==> config.mk <==
export PLATFORM = sky130hd
export DESIGN_NAME = twi_sleep_wake
export DESIGN_NICKNAME = d
export VERILOG_FILES = /design/src/hw/twi_wake_pkg.sv /design/src/hw/twi_sleep_wake.sv
export SDC_FILE = /design/constraint.sdc
export NUM_CORES = 1
export LEC_CHECK = 0
export BUFFER_PORTS_ARGS = -buffer_cell sky130_fd_sc_hd__buf_2
export CELL_PAD_IN_SITES_DETAIL_PLACEMENT = 1
export CELL_PAD_IN_SITES_GLOBAL_PLACEMENT = 2
export CORE_UTILIZATION = 31
export CTS_CLUSTER_SIZE = 20
export DETAILED_ROUTE_END_ITERATION = 16
export HOLD_SLACK_MARGIN = 0.08
export PLACE_DENSITY_LB_ADDON = 0.1
export SLEW_MARGIN = 20
export SYNTH_ARGS = -nofsm -noshare
export SYNTH_HDL_FRONTEND = slang
export SYNTH_SLANG_ARGS = --single-unit
==> constraint.sdc <==
create_clock -name clk_sys -period 1.7 [get_ports clk_sys]
set_input_delay 0.085 -clock clk_sys [delete_from_list [all_inputs] [get_ports clk_sys]]
set_output_delay 0.085 -clock clk_sys [all_outputs]
set_load 0.02 [all_outputs]
==> src/hw/twi_wake_pkg.sv <==
// Package of constants and types for the two-wire sleep wakeup matcher.
// Assumes a single 125 MHz system clock and a plain register port.
package twi_wake_pkg;

  // ****************************************************
  // Register map
  // ****************************************************
  localparam logic [7:0] SLAVE_MODE_REG_OFS = 8'h00;
  localparam logic [7:0] SLEEP_MATCH_REG_OFS = 8'h04;
  localparam logic [7:0] IRQ_STATUS_OFS = 8'h08;
  localparam logic [7:0] IRQ_MASK_OFS = 8'h0c;
  localparam logic [7:0] STATE_OFS = 8'h10;

  // slave_mode_reg fields
  localparam int PRIMARY_ADDR_LSB = 0;
  localparam int PARTIAL_WAKE_EN_BIT = 8;
  localparam int EXTRA_ADDR_1_EN_BIT = 9;
  localparam int EXTRA_ADDR_2_EN_BIT = 10;
  localparam int EXTRA_ADDR_3_EN_BIT = 11;
  localparam int FIRST_DATA_MATCH_EN_BIT = 12;

  // sleep_match_reg fields
  localparam int EXTRA_ADDR_1_LSB = 0;
  localparam int EXTRA_ADDR_2_LSB = 8;
  localparam int EXTRA_ADDR_3_LSB = 16;
  localparam int FIRST_DATA_LSB = 24;

  // Status and mask bits
  localparam int SLAVE_ACCESS_BIT = 0;
  localparam int RESLEEP_BIT = 1;
  localparam int BUS_ABORT_BIT = 2;
  localparam int IRQ_BITS = 3;

  // Reset values
  localparam logic [31:0] SLAVE_MODE_RST = 32'h0000_0000;
  localparam logic [31:0] SLEEP_MATCH_RST = 32'h0000_0000;
  localparam logic [IRQ_BITS-1:0] IRQ_MASK_RST = 3'h0;

  // ****************************************************
  // Timing
  // ****************************************************
  localparam int CLK_PERIOD_NS = 8;
  localparam int STRETCH_SETUP_NS = 250;
  // Least time: round up
  localparam int STRETCH_SETUP_CYC = (STRETCH_SETUP_NS + CLK_PERIOD_NS - 1) / CLK_PERIOD_NS;
  localparam int BYTE_BITS = 8;

  // ****************************************************
  // Types
  // ****************************************************
  typedef enum logic [2:0] {
    ST_IDLE = 3'h0,
    ST_STRETCH = 3'h1,
    ST_ADDR = 3'h2,
    ST_ACK = 3'h3,
    ST_DATA = 3'h4,
    ST_AWAKE = 3'h5
  } wake_state_t;

  typedef struct packed {
    logic partial_wake_enable;
    logic [6:0] primary_addr;
    logic [2:0] extra_addr_enable;
    logic [6:0] extra_addr_1;
    logic [6:0] extra_addr_2;
    logic [6:0] extra_addr_3;
    logic first_data_match_enable;
    logic [7:0] first_data_match_value;
  } match_cfg_t;

endpackage : twi_wake_pkg

==> src/hw/twi_sleep_wake.sv <==
// Sleep wakeup matcher for a two-wire slave: start detect, stretch, address/data match.
// Assumes clk_sys is an always-on detector clock; the peripheral clock is requested
// on periph_clk_req and reported running on periph_clk_ready from another domain.
`timescale 1ns/1ns
module twi_sleep_wake #(
  parameter int SETUP_CYC = twi_wake_pkg::STRETCH_SETUP_CYC
) (
  input wire logic clk_sys,
  input wire logic sys_rst,
  input wire logic [7:0] reg_addr,
  input wire logic [31:0] reg_wdata,
  input wire logic reg_we,
  input wire logic reg_re,
  output logic [31:0] reg_rdata,
  input wire logic scl_in,
  output logic scl_out,
  output logic scl_oe,
  input wire logic sda_in,
  output logic sda_out,
  output logic sda_oe,
  input wire logic sleep_active,
  input wire logic periph_clk_ready,
  output logic periph_clk_req,
  output logic wake_full,
  output logic irq
);

  // ****************************************************
  // Input synchronisers
  // ****************************************************
  logic scl_m_q, scl_s_q, scl_p_q, sda_m_q, sda_s_q, sda_p_q, rdy_m_q, rdy_s_q, slp_m_q, slp_s_q;

  // Pins and the foreign clock-ready level pass two flops before any use
  always_ff @(posedge clk_sys) begin
    if (sys_rst) begin
      {scl_m_q, scl_s_q, scl_p_q} <= 3'h7;
      {sda_m_q, sda_s_q, sda_p_q} <= 3'h7;
      {rdy_m_q, rdy_s_q, slp_m_q, slp_s_q} <= 4'h0;
    end else begin
      {scl_m_q, scl_s_q, scl_p_q} <= {scl_in, scl_m_q, scl_s_q};
      {sda_m_q, sda_s_q, sda_p_q} <= {sda_in, sda_m_q, sda_s_q};
      {rdy_m_q, rdy_s_q} <= {periph_clk_ready, rdy_m_q};
      {slp_m_q, slp_s_q} <= {sleep_active, slp_m_q};
    end
  end

  // Bus events seen from the second stage onward only
  logic start_ev, stop_ev, scl_rise, scl_fall;
  assign start_ev = scl_s_q && scl_p_q && sda_p_q && !sda_s_q;
  assign stop_ev = scl_s_q && scl_p_q && !sda_p_q && sda_s_q;
  assign scl_rise = scl_s_q && !scl_p_q;
  assign scl_fall = !scl_s_q && scl_p_q;

  // ****************************************************
  // Registers
  // ****************************************************
  logic [31:0] mode_q, mode_d, match_q, match_d;
  logic [twi_wake_pkg::IRQ_BITS-1:0] stat_q, stat_d, mask_q, mask_d, ev;
  logic [31:0] rdata_d;
  twi_wake_pkg::match_cfg_t cfg;

  // Field unpacking into the config carrier
  always_comb begin
    cfg.partial_wake_enable = mode_q[twi_wake_pkg::PARTIAL_WAKE_EN_BIT];
    cfg.primary_addr = mode_q[twi_wake_pkg::PRIMARY_ADDR_LSB +: 7];
    cfg.extra_addr_enable = {mode_q[twi_wake_pkg::EXTRA_ADDR_3_EN_BIT],
                             mode_q[twi_wake_pkg::EXTRA_ADDR_2_EN_BIT],
                             mode_q[twi_wake_pkg::EXTRA_ADDR_1_EN_BIT]};
    cfg.extra_addr_1 = match_q[twi_wake_pkg::EXTRA_ADDR_1_LSB +: 7];
    cfg.extra_addr_2 = match_q[twi_wake_pkg::EXTRA_ADDR_2_LSB +: 7];
    cfg.extra_addr_3 = match_q[twi_wake_pkg::EXTRA_ADDR_3_LSB +: 7];
    cfg.first_data_match_enable = mode_q[twi_wake_pkg::FIRST_DATA_MATCH_EN_BIT];
    cfg.first_data_match_value = match_q[twi_wake_pkg::FIRST_DATA_LSB +: 8];
  end

  // Seven-bit address compare over primary and enabled extras
  function automatic logic addr_hit(input logic [6:0] a, input twi_wake_pkg::match_cfg_t c);
    addr_hit = (a == c.primary_addr)
            || (c.extra_addr_enable[0] && a == c.extra_addr_1)
            || (c.extra_addr_enable[1] && a == c.extra_addr_2)
            || (c.extra_addr_enable[2] && a == c.extra_addr_3);
  endfunction : addr_hit

  twi_wake_pkg::wake_state_t state_q, state_d;

  // Register writes, sticky status with set winning over write-one-clear, read mux
  always_comb begin
    mode_d = mode_q;
    match_d = match_q;
    mask_d = mask_q;
    stat_d = stat_q;
    rdata_d = 32'h0000_0000;
    if (reg_we) begin
      if (reg_addr == twi_wake_pkg::SLAVE_MODE_REG_OFS) begin
        mode_d = reg_wdata;
      end else if (reg_addr == twi_wake_pkg::SLEEP_MATCH_REG_OFS) begin
        match_d = reg_wdata;
      end else if (reg_addr == twi_wake_pkg::IRQ_STATUS_OFS) begin
        stat_d = stat_q & ~reg_wdata[twi_wake_pkg::IRQ_BITS-1:0];
      end else if (reg_addr == twi_wake_pkg::IRQ_MASK_OFS) begin
        mask_d = reg_wdata[twi_wake_pkg::IRQ_BITS-1:0];
      end
    end
    stat_d = stat_d | ev;
    if (reg_re) begin
      if (reg_addr == twi_wake_pkg::SLAVE_MODE_REG_OFS) begin
        rdata_d = mode_q;
      end else if (reg_addr == twi_wake_pkg::SLEEP_MATCH_REG_OFS) begin
        rdata_d = match_q;
      end else if (reg_addr == twi_wake_pkg::IRQ_STATUS_OFS) begin
        rdata_d = {29'h0, stat_q};
      end else if (reg_addr == twi_wake_pkg::IRQ_MASK_OFS) begin
        rdata_d = {29'h0, mask_q};
      end else if (reg_addr == twi_wake_pkg::STATE_OFS) begin
        rdata_d = {26'h0, periph_clk_req, wake_full, 1'b0, state_q};
      end
    end
  end

  always_ff @(posedge clk_sys) begin
    if (sys_rst) begin
      mode_q <= twi_wake_pkg::SLAVE_MODE_RST;
      match_q <= twi_wake_pkg::SLEEP_MATCH_RST;
      mask_q <= twi_wake_pkg::IRQ_MASK_RST;
      stat_q <= 3'h0;
      reg_rdata <= 32'h0000_0000;
    end else begin
      mode_q <= mode_d;
      match_q <= match_d;
      mask_q <= mask_d;
      stat_q <= stat_d;
      reg_rdata <= rdata_d;
    end
  end

  // Level interrupt while any unmasked status bit stands; relies on software masking
  assign irq = |(stat_q & mask_q);

  // ****************************************************
  // Wakeup sequencer
  // ****************************************************
  logic [7:0] shift_q, shift_d;
  logic [3:0] bits_q, bits_d;
  logic [7:0] setup_q, setup_d;
  logic addr_ok_q, addr_ok_d, req_q, req_d, hold_q, hold_d, ack_q, ack_d, wake_d;
  logic [7:0] shifted;

  assign shifted = {shift_q[6:0], sda_s_q};

  always_comb begin
    state_d = state_q;
    shift_d = shift_q;
    bits_d = bits_q;
    setup_d = setup_q;
    addr_ok_d = addr_ok_q;
    req_d = req_q;
    hold_d = hold_q;
    ack_d = ack_q;
    wake_d = 1'b0;
    ev = '0;
    case (state_q)
      twi_wake_pkg::ST_IDLE: begin
        if (start_ev && cfg.partial_wake_enable && slp_s_q) begin
          req_d = 1'b1;
          hold_d = 1'b1;
          setup_d = 8'h00;
          state_d = twi_wake_pkg::ST_STRETCH;
        end
      end
      twi_wake_pkg::ST_STRETCH: begin
        // Stretch lasts as long as the clock source needs, then a setup margin
        if (rdy_s_q) begin
          if (setup_q == 8'(SETUP_CYC - 1)) begin
            hold_d = 1'b0;
            bits_d = 4'h0;
            state_d = twi_wake_pkg::ST_ADDR;
          end else begin
            setup_d = setup_q + 8'h01;
          end
        end
      end
      twi_wake_pkg::ST_ADDR, twi_wake_pkg::ST_DATA: begin
        if (scl_rise) begin
          shift_d = shifted;
          bits_d = bits_q + 4'h1;
          if (bits_q == 4'(twi_wake_pkg::BYTE_BITS - 1)) begin
            if (state_q == twi_wake_pkg::ST_ADDR) begin
              addr_ok_d = addr_hit(shifted[7:1], cfg);
              if (!addr_hit(shifted[7:1], cfg)) begin
                req_d = 1'b0;
                ev[twi_wake_pkg::RESLEEP_BIT] = 1'b1;
                state_d = twi_wake_pkg::ST_IDLE;
              end else if (!cfg.first_data_match_enable) begin
                wake_d = 1'b1;
                ev[twi_wake_pkg::SLAVE_ACCESS_BIT] = 1'b1;
                state_d = twi_wake_pkg::ST_AWAKE;
              end else begin
                state_d = twi_wake_pkg::ST_ACK;
              end
            end else if (addr_ok_q && shifted == cfg.first_data_match_value) begin
              wake_d = 1'b1;
              ev[twi_wake_pkg::SLAVE_ACCESS_BIT] = 1'b1;
              state_d = twi_wake_pkg::ST_AWAKE;
            end else begin
              req_d = 1'b0;
              ev[twi_wake_pkg::RESLEEP_BIT] = 1'b1;
              state_d = twi_wake_pkg::ST_IDLE;
            end
          end
        end
        if (stop_ev || start_ev) begin
          // A framing break mid-byte is no match: go back to sleep
          req_d = 1'b0;
          ev[twi_wake_pkg::BUS_ABORT_BIT] = 1'b1;
          state_d = twi_wake_pkg::ST_IDLE;
        end
      end
      twi_wake_pkg::ST_ACK: begin
        // Acknowledge the address so the master sends the first data byte
        if (scl_fall) begin
          if (!ack_q) begin
            ack_d = 1'b1;
          end else begin
            ack_d = 1'b0;
            bits_d = 4'h0;
            state_d = twi_wake_pkg::ST_DATA;
          end
        end
      end
      twi_wake_pkg::ST_AWAKE: begin
        // Clock stays requested until the device has left sleep
        if (!slp_s_q) begin
          req_d = 1'b0;
          state_d = twi_wake_pkg::ST_IDLE;
        end
      end
      default: begin
        state_d = twi_wake_pkg::ST_IDLE;
      end
    endcase
  end

  always_ff @(posedge clk_sys) begin
    if (sys_rst) begin
      state_q <= twi_wake_pkg::ST_IDLE;
      shift_q <= 8'h00;
      bits_q <= 4'h0;
      setup_q <= 8'h00;
      addr_ok_q <= 1'b0;
      req_q <= 1'b0;
      hold_q <= 1'b0;
      ack_q <= 1'b0;
      wake_full <= 1'b0;
    end else begin
      state_q <= state_d;
      shift_q <= shift_d;
      bits_q <= bits_d;
      setup_q <= setup_d;
      addr_ok_q <= addr_ok_d;
      req_q <= req_d;
      hold_q <= hold_d;
      ack_q <= ack_d;
      wake_full <= wake_d;
    end
  end

  // Open-drain pins: only ever drive low
  assign scl_out = 1'b0;
  assign scl_oe = hold_q;
  assign sda_out = 1'b0;
  assign sda_oe = ack_q;
  assign periph_clk_req = req_q;

  // ****************************************************
  // Assertions
  // ****************************************************
  property p_start_wakes;
    @(posedge clk_sys) disable iff (sys_rst)
      (state_q == twi_wake_pkg::ST_IDLE && start_ev && cfg.partial_wake_enable && slp_s_q)
      |=> (periph_clk_req && scl_oe);
  endproperty
  a_start_wakes: assert property (p_start_wakes) else $error("no wake on start");
  property p_stretch_hold;
    @(posedge clk_sys) disable iff (sys_rst)
      (state_q == twi_wake_pkg::ST_STRETCH && !rdy_s_q) |=> scl_oe;
  endproperty
  a_stretch_hold: assert property (p_stretch_hold) else $error("clock released early");
  property p_release;
    @(posedge clk_sys) disable iff (sys_rst)
      $fell(scl_oe) |-> (state_q == twi_wake_pkg::ST_ADDR && $past(rdy_s_q));
  endproperty
  a_release: assert property (p_release) else $error("bad stretch release");
  property p_wake_flag;
    @(posedge clk_sys) disable iff (sys_rst)
      wake_full |-> (stat_q[twi_wake_pkg::SLAVE_ACCESS_BIT] && state_q == twi_wake_pkg::ST_AWAKE);
  endproperty
  a_wake_flag: assert property (p_wake_flag) else $error("wake without access flag");
  property p_resleep;
    @(posedge clk_sys) disable iff (sys_rst)
      $rose(stat_q[twi_wake_pkg::RESLEEP_BIT]) |-> (!periph_clk_req && !wake_full);
  endproperty
  a_resleep: assert property (p_resleep) else $error("clock kept on mismatch");
  property p_addr_miss;
    @(posedge clk_sys) disable iff (sys_rst)
      (state_q == twi_wake_pkg::ST_ADDR && scl_rise && bits_q == 4'h7
       && !addr_hit(shifted[7:1], cfg)) |=> (state_q == twi_wake_pkg::ST_IDLE && !wake_full);
  endproperty
  a_addr_miss: assert property (p_addr_miss) else $error("woke on wrong address");
  property p_data_match;
    @(posedge clk_sys) disable iff (sys_rst)
      (state_q == twi_wake_pkg::ST_DATA && scl_rise && bits_q == 4'h7)
      |=> (wake_full == (addr_ok_q && shift_q == cfg.first_data_match_value));
  endproperty
  a_data_match: assert property (p_data_match) else $error("data match wrong");
  property p_addr_wake;
    @(posedge clk_sys) disable iff (sys_rst)
      (state_q == twi_wake_pkg::ST_ADDR && scl_rise && bits_q == 4'h7 && !stop_ev && !start_ev
       && addr_hit(shifted[7:1], cfg) && !cfg.first_data_match_enable) |=> wake_full ##1 !wake_full;
  endproperty
  a_addr_wake: assert property (p_addr_wake) else $error("no wake on match");
  c_wake: cover property (@(posedge clk_sys) disable iff (sys_rst) wake_full);
  c_resleep: cover property (@(posedge clk_sys) disable iff (sys_rst)
    $rose(stat_q[twi_wake_pkg::RESLEEP_BIT]));
  c_ack: cover property (@(posedge clk_sys) disable iff (sys_rst) $rose(sda_oe));

endmodule : twi_sleep_wake

# ---- Word-level counts from Yosys, hierarchy flattened
# Index checks and enable logic that the tools add are counted.
dict set report totals {
  register_bits 139
  latch_bits 0
  mem_bits_rw 0
  romBits 0
  inputBits 48
  output_inout_bits 39
  elab_cells 163
  memories 0
}
dict set report op_classes {
  addsub 2
  mul 0
  div_mod_pow 0
  order_cmp 0
  eq_ne 28
  shifts 0
  muxes 57
  bitwise_logic 11
  n_reduce_logical 41
}
# op n
set op_table {}
lappend op_table {{2-to-1 mux 32 bit} 2}
lappend op_table {{2-to-1 mux 3 bit} 18}
lappend op_table {{== test 7 bit} 4}
lappend op_table {{2-to-1 mux 8 bit} 3}
lappend op_table {{2-to-1 mux 4 bit} 5}
lappend op_table {{2-to-1 mux 1 bit} 18}
lappend op_table {{2-to-1 mux 6 bit} 3}
lappend op_table {{== test 8 x 4 -> 1 bit, second input constant} 2}
lappend op_table {{== test 8 x 5 -> 1 bit, second input constant} 2}
lappend op_table {{!= test 2 bit, second input constant} 8}
lappend op_table {{case mux 8 bit (2 select lines)} 1}
lappend op_table {{case mux 3 bit (5 select lines)} 1}
lappend op_table {{logical AND 1 bit} 13}
lappend op_table {{case mux 4 bit (3 select lines)} 1}
lappend op_table {{AND reduction 4 bit} 3}
lappend op_table {{adder 8 x 1 -> 8 bit, second input constant} 1}
lappend op_table {{== test 8 x 3 -> 1 bit, second input constant} 1}
lappend op_table {{== test 8 bit} 1}
lappend op_table {{zero test 8 bit} 1}
lappend op_table {{!= test 4 bit, second input constant} 2}
lappend op_table {{AND reduction 8 bit} 1}
lappend op_table {{NOT 1 bit} 7}
lappend op_table {{AND reduction 7 bit} 1}
lappend op_table {{AND 3 bit} 2}
lappend op_table {{other kinds (23)} 38}

# ---- Logic depth before layout (Yosys ltp)
# Gate-level depths: netlist (run 1).
dict set report depth {
  word_depth 11
  depth_mapped 8
  mapped_depth_nobuf 7
}

# ---- Worst setup path after synthesis (run 1)
# Ideal clock, no wire load.
dict set report synth_path {
  kind {reg2reg}
  from {register shift_q[1]}
  to {register req_q (netlist: periph_clk_req)}
  t_arrival_ps 1655
  setup_slack_ps -40
  stages_incl_launch_ff 8
  path_buffers 1
  cell_sequence {dfxtp_1 -> clkbuf_1 -> xnor2_1 -> nand4_1 -> or4_1 -> inv_1 -> a211oi_1 -> a211oi_1}
}
dict set report synth_between {
  elab_chain_cells 7
  elab_cells_between_ends 15
}
# item line
set synth_lines {}
lappend synth_lines {{from (decl)} twi_sleep_wake.sv:142} ;# logic [7:0] shift_q, shift_d;
lappend synth_lines {{from (signal assigned)} twi_sleep_wake.sv:256} ;# shift_q <= shift_d;
lappend synth_lines {{== test 7 bit} twi_sleep_wake.sv:79} ;# || (c.extra_addr_enable[0] && a == c.extra_addr_1)
lappend synth_lines {{logical AND 1 bit} twi_sleep_wake.sv:79}
lappend synth_lines {{logical OR 1 bit} twi_sleep_wake.sv:79}
lappend synth_lines {{logical OR 1 bit} twi_sleep_wake.sv:80} ;# || (c.extra_addr_enable[1] && a == c.extra_addr_2)
lappend synth_lines {{logical OR 1 bit} twi_sleep_wake.sv:81} ;# || (c.extra_addr_enable[2] && a == c.extra_addr_3);
lappend synth_lines {{!= test 4 bit (no line)} n/a}
lappend synth_lines {{AND reduction 7 bit (no line) (*)} n/a}
lappend synth_lines {{to (signal assigned)} twi_sleep_wake.sv:260} ;# req_q <= req_d;
lappend synth_lines {{to (decl)} twi_sleep_wake.sv:145} ;# logic addr_ok_q, addr_ok_d, req_q, req_d, hold_q, hold_d, ack_q, ack_d, wake_d;
# Every way passes the cells marked *; elsewhere a longest branch is shown, timed or not.
# A chain may end at the register's enable or synchronous reset.

# ---- Final worst setup path (run 1)
dict set report layout_path {
  from {register state_q[2]}
  to {register stat_q[0] in the netlist's numbering}
}
dict set report layout_between {
  elab_chain_cells 6
  elab_cells_between_ends 8
}
# item line
set layout_lines {}
lappend layout_lines {{from (decl)} twi_sleep_wake.sv:84} ;# twi_wake_pkg::wake_state_t state_q, state_d;
lappend layout_lines {{from (signal assigned)} twi_sleep_wake.sv:245} ;# state_q <= twi_wake_pkg::ST_IDLE;
lappend layout_lines {{from (signal assigned)} twi_sleep_wake.sv:255} ;# state_q <= state_d;
lappend layout_lines {{== test 3 x 2 -> 1 bit} {twi_sleep_wake.sv:161, twi_sleep_wake.sv:187}}
lappend layout_lines {{2-to-1 mux 2 bit} twi_sleep_wake.sv:187} ;# if (state_q == twi_wake_pkg::ST_ADDR) begin
lappend layout_lines {{2-to-1 mux 2 bit} twi_sleep_wake.sv:186} ;# if (bits_q == 4'(twi_wake_pkg::BYTE_BITS - 1)) begin
lappend layout_lines {{2-to-1 mux 2 bit} twi_sleep_wake.sv:183} ;# if (scl_rise) begin
lappend layout_lines {{2-to-1 mux 3 bit (*)} twi_sleep_wake.sv:161} ;# case (state_q)
lappend layout_lines {{bitwise OR 3 bit (*)} twi_sleep_wake.sv:104} ;# stat_d = stat_d | ev;
lappend layout_lines {{to (signal assigned)} twi_sleep_wake.sv:131} ;# stat_q <= stat_d;
lappend layout_lines {{to (decl)} twi_sleep_wake.sv:58} ;# logic [twi_wake_pkg::IRQ_BITS-1:0] stat_q, stat_d, mask_q, mask_d, ev;
# Marks and branches as above.

==> results.txt, run 1 <==
- Top FF cell, synth: dfxtp_1
- Reported leakage power: roughly 3.3 nW
* Cell area after synthesis: roughly 6000 um2
* Path type of the worst setup path: flop to flop
- At the worst endpoint, the required time is approximately 2 ns.
- Die Span X: 141 um
- CP max-delay cell: or3b_2
* IO buf count: between 80 and 90
- No sink is reached through more buffers than the 2 on the longest clock path.
* Area growth from synthesis to final layout: 41.9%
* Area after detailed placement: about 7200 um2
- After synthesis the netlist holds a flip-flop and latch count of around 140.
* Overflow left after global routing: 0
- Summed over all instances, the cell type with the most area after synthesis is dfxtp_1.
* Via density: 4.79
* Wire length of the first global-routing pass: a little over 30000 um
- The H-tree was split into 4 levels.
* Yosys top cell area share: between 40 and 50%
- Core region area: around 19000 um2
- The tightest hold path in the finished design has a slack of between 0.1 and 0.15 ns.
- Number of buffers created by CTS: 17
- The tree is rooted in a clkbuf_16.
- The number of hold-slack violations in the final timing report was 0.
- Setup violations remaining at the end of the flow were counted as 7.
- TritonCTS built the clock tree.
* Endpoint arrival time on the critical path: just over 2 ns
- The worst setup path is launched from a flop.
- Proportion of layout cells with a drive suffix above 1: approximately a third
- The clock net in this run drives a total of approximately 140 sinks.
* Area of all placed cells without fillers: around 8600 um2
- Worst setup slack before clock tree synthesis: -0.201 ns
* Maximum number of pins on one net before global-route repair: 87
* Final routed wire length divided by cell count: 16.6 um
* Chip height: around 140 um
* Count of maximum capacitance violations: 0
- Sequential elements use around 46% of the synthesized area.
- Setup repair after global routing could not meet its margin everywhere.
- Peak supply drop: around 0.71 mV
* Clock slew seen by the registers of the worst setup and hold paths: 0.06 ns
- The floorplan has 50 rows.
* Maximum fanout along the worst path: 4
- I/O Pins: 87
- The final number of max-transition violations is 0.
- Endpoint of the worst hold path: reg_rdata[2]
- Clock period minus worst slack: 1.75 ns
- Remaining number of nets flagged by the antenna check after routing: 0
* Failing checks: setup timing
* Clock latency of the later-clocked register in the worst-skew pair: ~0.42 ns
- The HPWL after detailed placement is 13000 um.
* Length in cells of the worst reg-to-reg path: 7
- The worst register-to-register path ends at stat_q[0].
- Leaving out fill and tap cells, the most frequent cells in the layout are 154 x nand2_1, 125 x dfxtp_1, 83 x buf_2.
- Filler cell count: about 2200
- For this design the ratio of total power to cell area is 876 nW/um2.
- After detailed routing, the number of remaining DRC violations is 0.
* Most frequent CP cell: buf_4
* Gate count after technology mapping: approximately 700
- STA classifies the critical path endpoint as a flop.
- Across the routed clock network, the largest skew measured is 0.00915 ns.
- Across every metal layer, demand over resource in global routing totals ~20%.
- Number of detailed-routing iterations run before antenna repair: 4
- Number of antenna violations at the first check in global routing: 0
* Register Area: 2810 um2
- DRT iter0 DRCs: roughly 230
- Area occupied by multi-input gates: roughly 3100 um2
* Number of global-route vias before repair: a little under 6000
- Broken down by cell family, the worst path's largest delay share belongs to simple AND/OR/NAND/NOR gates.
- After layout, the design draws a total of ~0.0075 W.
- Outcome: finished with violations
* Class of the worst hold path: primary input to flop
* Least setup slack across all paths after layout: -0.0549 ns
- Leading cell types by total area after synthesis: dfxtp_1 46%, nand2_1 9.7%, a21oi_2 4.4%
- Of the available clock period, the critical path in the final layout requires 103%.
- Number of antenna repair diodes: 0
- Reg-to-reg critical path startpoint: state_q[2]
* Number of enable-type register cells in the synthesized netlist: 0
* Effective utilization at floorplan: 31.9%
- Synth async-reset ratio: 0%
* Worst stage delay on the critical path: a little over 0.5 ns
- The average instance in the mapped netlist occupies approximately 8.6 um2.
- In the final design database the tool counted 925 nets.
- The library cell used most frequently in the layout, excluding fill and tap cells, is nand2_1.
- Detailed-route via count: 5503
- Max frequency: 570 MHz
* Floorplan die area: around 20000 um2
- Worst setup slack for register-to-register paths: -0.05 ns
- The worst hold path begins at reg_addr[4].
* Number of stages on the worst hold path: 3
* Total routed wirelength: ~19000 um
- Critical path cell sequence: buf_4 > or3b_2 > nand4_1 > nor3_1 > buf_4 > a21oi_1 > o21ai_0
- Routability-driven placement finished with a final weighted congestion of roughly 0.84.
* Synthesis Warnings: 0
* Number of different library cells in the post-synthesis netlist: 60
* Number of buffer and inverter instances along the worst setup path: 2
-- worst max path at each step --
stage | start | end | slack, ns | depth (start not counted)
final | state_q[2] | stat_q[0] | -0.05 | 7
after CTS | shift_q[5] | stat_q[1] | -0.03 | 7
after global routing | state_q[2] | stat_q[0] | -0.16 | 7
after floorplan | setup_q[0] | bits_q[1] | 0.0001 | 7
after detailed placement | reg_addr[1] | reg_rdata[1] | -0.20 | 6
after global placement | reg_addr[1] | reg_rdata[19] | -0.12 | 7
-- cell usage after synthesis (5+ instances only) --
cell type	n
a21oi_1	48
a21oi_2	30
a22oi_1	19
a22oi_2	10
buf_2	7
buf_4	7
clkbuf_1	28
dfxtp_1	139
inv_1	12
mux2i_1	13
nand2_1	156
nand2b_1	5
nand3_1	5
nand4_1	13
nor2_1	54
nor2_2	11
nor2b_1	5
nor3_1	9
nor4_1	6
o21ai_0	10
or2_2	7
xnor2_1	19
xor2_1	27
-- stage by stage --
| step | instances | util [%] | setup TNS, ns |
|---|---|---|---|
| 4_1_cts | 1143 | 44.3 | -0.109 |
| 2_1_floorplan | 698 | - | 0 |
| 5_1_grt | 1148 | 45.3 | -0.954 |
| 3_3_place_gp | 1069 | 38.3 | -4.13 |
| 3_5_place_dp | 1069 | 38.3 | -8.68 |
| 6_report | 1148 | 45.3 | -0.225 |
-- final cells by class --
cell class              instances  area share (%)
clock buffers                  19            5.30
flip-flops and latches        139            32.9
inverters                      12           0.527
repair buffers                208            19.0
clock inverters                13            1.90
multi-input cells             497            36.6
well taps                     260            3.80
-- worst register-to-register path, cell delays in order, from the launching register on --
cell	delay (ns)
dfxtp_4	0.37
buf_4	0.14
or3b_2	0.51
nand4_1	0.15
nor3_1	0.06
buf_4	0.14
a21oi_1	0.18
o21ai_0	0.10
-- cell families (layout without fill, tap and decap cells) --
| logic type | Yosys count | after routing | share of synthesized area, % |
|---|---|---|---|
| AO/OA/AOI/OAI | 141 | 141 | 16.8 |
| XOR/XNOR | 46 | 46 | 6.69 |
| adder cells (fa/ha/maj) | 2 | 2 | 0.415 |
| buffers and inverters | 62 | 252 | 5.13 |
| flip-flops | 139 | 139 | 46.2 |
| multiplexers | 15 | 15 | 2.53 |
| other | 1 | 2 | 0.0622 |
| AND/OR/NAND/NOR | 291 | 291 | 22.2 |
-- flip-flops by register name (all words and copies together) (netlist names) --
name and count:
addr_ok_q 1, bits_q 4, mask_q 3, match_q 32, mode_q 32, periph_clk_req 1
rdy_m_q 1, rdy_s_q 1, reg_rdata 32, scl_m_q 1, scl_oe 1, scl_p_q 1
scl_s_q 1, sda_m_q 1, sda_oe 1, sda_p_q 1, sda_s_q 1, setup_q 8
shift_q 7, slp_m_q 1, slp_s_q 1, stat_q 3, state_q 3, wake_full 1
-- where the power goes --
group	switching (W)	internal, W	leakage (nW)	total (W)
Combinational	0.000163	0.000144	1.90	0.000307
Sequential	0.00000944	0.00327	1.13	0.00327
Clock	0.00151	0.00240	0.308	0.00391
Total	0.00169	0.00581	3.34	0.00749
-- routing by layer --
layer | share of wire, % | GRT usage, % | vias up
li1 | - | - | 2709
met2 | 49 | 35.0 | 81
met3 | 2.1 | 3.51 | 17
met1 | 47 | 24.0 | 2696
met5 | 0 | 0 | -
met4 | 1.2 | 6.23 | 0
-- timing repair --
item / in CTS / in global routing
pin swaps: 12 / 14
setup buffers: 2 / 4
hold endpoints to repair: 79 / 0
gates resized for setup: 32 / 31
gates cloned: 0 / 1
hold buffers: 40 / 0
setup endpoints to repair: 20 / 29
Power figures use the tool's default switching activity.
==> run 2, diff against run 1 <==
--- a/config.mk
+++ b/config.mk
@@ -13,6 +13,7 @@
 export DETAILED_ROUTE_END_ITERATION = 16
 export HOLD_SLACK_MARGIN = 0.08
 export PLACE_DENSITY_LB_ADDON = 0.1
+export SETUP_SLACK_MARGIN = 0.2
 export SLEW_MARGIN = 20
 export SYNTH_ARGS = -nofsm -noshare
 export SYNTH_HDL_FRONTEND = slang
==> results.txt, run 2 (synthesized netlist as in run 1, its figures left out) <==
* Capturing element type of the critical path: flop
- The post-route antenna net violation count was 0 (unchanged).
- The starting density of the core came to 31.9% (unchanged).
- DRT iter0 DRCs: 178 (-23%)
* Floorplan die area: 20000 um2 (unchanged)
- The total wirelength of the detailed-routed design came to 19200 um (+0.99%).
* Number of endpoints with negative hold slack in the final report: 0 (unchanged)
- Clock latency of the later-clocked register in the worst-skew pair: 0.42 ns (about the same)
- Clk Tree Root Cell: clkbuf_16
- The detailed-placement wirelength estimate came to 12500 um (-3.9%).
- Highest-count cells in the layout ignoring fill and taps: 141 x nand2_1, 125 x dfxtp_1, 82 x buf_2
* Class of the worst hold path: primary input to flop
- The share of power burned in registers is 47.4% (+3.7 points).
- The antenna diode count is 0 (unchanged).
* Registers with the most flip-flops: match_q: 32 flops, mode_q: 32 flops, reg_rdata: 32 flops
- TritonCTS built the clock tree.
* Count of maximum capacitance violations: 0 (unchanged)
- Maximum fanout along the worst path: 6 (+2)
* Number of H-tree branching levels: 4 (unchanged)
* Net switching power figure: 0.00159 W (-5.9%)
- WHS: 0.114 ns (-0.0337 ns)
- The clock-pin slew on the worst setup and hold paths is 0.06 ns (about the same).
- The register-to-register setup slack came to -0.04 ns (+0.02 ns).
- Commonest non-fill, non-tap cell in the layout: nand2_1
- The maximum number of pins on one net before global-route repair came to 83 (-4.6%).
- Setup repair after global routing could not meet its margin everywhere.
- Clock period minus worst slack: 1.74 ns (-0.0156 ns)
* Data required time at the worst endpoint: 2.00 ns (about the same)
- The final routed wire length divided by cell count came to 16.8 um (+1.8%).
- The critical path goes through buf_6 > xor2_1 > nor4_1 > nand4_1 > nand4_1 > buf_6 > nand2b_1 > a32o_1.
- Final Core Density: 45.4% (+0.093 points)
- Net total in the final layout: 918 (-0.76%)
- The maximum achievable frequency is 575 MHz (+0.90%).
- Cell Rows: 50 (unchanged)
- Core region area: 18900 um2 (unchanged)
- Overflow left after global routing: 0 (unchanged)
- The worst IR drop on VDD came to 0.675 mV (-5.3%).
- The critical path in this run is classified as flop to flop.
* Proportion of layout cells with a drive suffix above 1: 36.4% (+1.5 points)
* Chip height: 141 um (unchanged)
* Wire length of the first global-routing pass: 29900 um (-2.1%)
* Buffers from clock root to sink, at most: 2 (unchanged)
- The worst setup path is launched from a flop.
- Net Sw Frac: 23.0% (+0.49 points)
- Via density: 4.82 (+0.50%)
- Max-slew violation total from the final report: 0 (unchanged)
* Total power density per cell area: 805 nW/um2 (-8.1%)
- Among all stages on the critical path, the largest delay is contributed by dfxtp_4.
* IO buf count: 84 (unchanged)
- The vias after detailed routing was 5487 (-0.29%).
- The run finished, with violations left.
- Routability congestion estimate from global placement: 0.841 (+0.39%)
* Filler cell count: 2225 (unchanged)
- Combinational group share of total power: 4.5% (+0.4 points)
* Number of buffers created by CTS: 17 (unchanged)
- The clock network fraction of design power came to 48.1% (-4.1 points).
- Number of antenna violations at the first check in global routing: 0 (unchanged)
- Reported leakage power: 3.26 nW (-2.2%)
- Number of global-route vias before repair: 5745 (-3.5%)
- Area growth from synthesis to final layout: 42.2%
* Post-route total power: 0.00690 W (-7.9%)
- The total number of clock tree sinks is 139 (unchanged).
- The overall routing resource usage is 19.4% (-0.32 points).
- The biggest cell delay along the critical path was 0.36 ns (-0.15 ns).
- Number of detailed-routing iterations run before antenna repair: 4 (unchanged)
* Cell-internal power: 0.00531 W (-8.5%)
* Endpoint arrival time on the critical path: 2.04 ns (-0.02 ns)
- Die Span X: 141 um (unchanged)
* Least setup slack across all paths after layout: -0.0392 ns (+0.0156 ns)
- Worst-case clock skew: 0.00947 ns (+0.000314 ns)
- The residual DRC count was 0 (unchanged).
- I/O Pins: 87 (unchanged)
- The setup violation total in the final timing report was 2 (-5).
- Final cycle utilization of the critical path: 102% (-0.92 points)
* Failing checks: setup timing
==> run 2: final cells by class <==
| type | count | area, um2 | area share (%) |
|---|---|---|---|
| Multi-Input combinational cell | 497 | 3280 | 38.3 |
| Sequential cell | 139 | 2820 | 32.9 |
| Timing Repair Buffer | 201 | 1590 | 18.6 |
| Clock buffer | 22 | 464 | 5.42 |
| Tap cell | 260 | 325 | 3.80 |
| Clock inverter | 8 | 47.5 | 0.555 |
| Inverter | 12 | 45.0 | 0.526 |
==> run 2: final timing paths <==
check               end       start  cells past startpoint
max reg2reg   stat_q[1]  shift_q[6]                      8
min reg2reg     scl_s_q     scl_m_q                      1
max           stat_q[1]  shift_q[6]                      8
min          setup_q[1]     sys_rst                      3
==> run 2: critical path: cells and delay by family, from the launching register on <==
| kind | cells | cell delay [ns] |
|---|---|---|
| DFF | 1 | 0.36 |
| and+or+nand+nor | 4 | 0.67 |
| xor gates and xnor gates | 1 | 0.15 |
| buffers and inverters | 2 | 0.26 |
| AOI/OAI and AO/OA | 1 | 0.20 |
==> run 2: power by group through the flow <==
stage               clock network [W]  logic (W)  registers [W]
floorplan                           0   0.000106        0.00335
global placement                    0   0.000228        0.00335
detailed placement                  0   0.000231        0.00335
CTS                           0.00339   0.000306        0.00327
global route                  0.00356   0.000334        0.00327
finish                        0.00332   0.000309        0.00327
==> run 2: per-stage QoR <==
| step | setup TNS (ns) | instances | setup WS (ns) | instance area, um2 |
|---|---|---|---|---|
| global route | -0.663 | 1139 | -0.121 | 8570 |
| global placement | -3.89 | 1056 | -0.0928 | 7170 |
| finish | -0.0439 | 1139 | -0.0392 | 8570 |
| floorplan | 0 | 698 | 0.0410 | 6170 |
| CTS | -0.0748 | 1133 | -0.0370 | 8290 |
| detailed placement | -6.25 | 1056 | -0.117 | 7170 |
==> run 2: routing by layer <==
metal  global-route usage, %  routed length (um)
met2                    33.0                9360
met4                    6.34                 216
met5                       0                   0
met3                    3.34                 503
met1                    24.8                9110
==> run 2: timing repair <==
item	CTS	global route
setup buffers	7	4
setup endpoints to repair	26	35
hold endpoints to repair	77	0
cloned	0	2
gates resized for setup	42	52
pin swaps	21	26
hold buffers	40	0
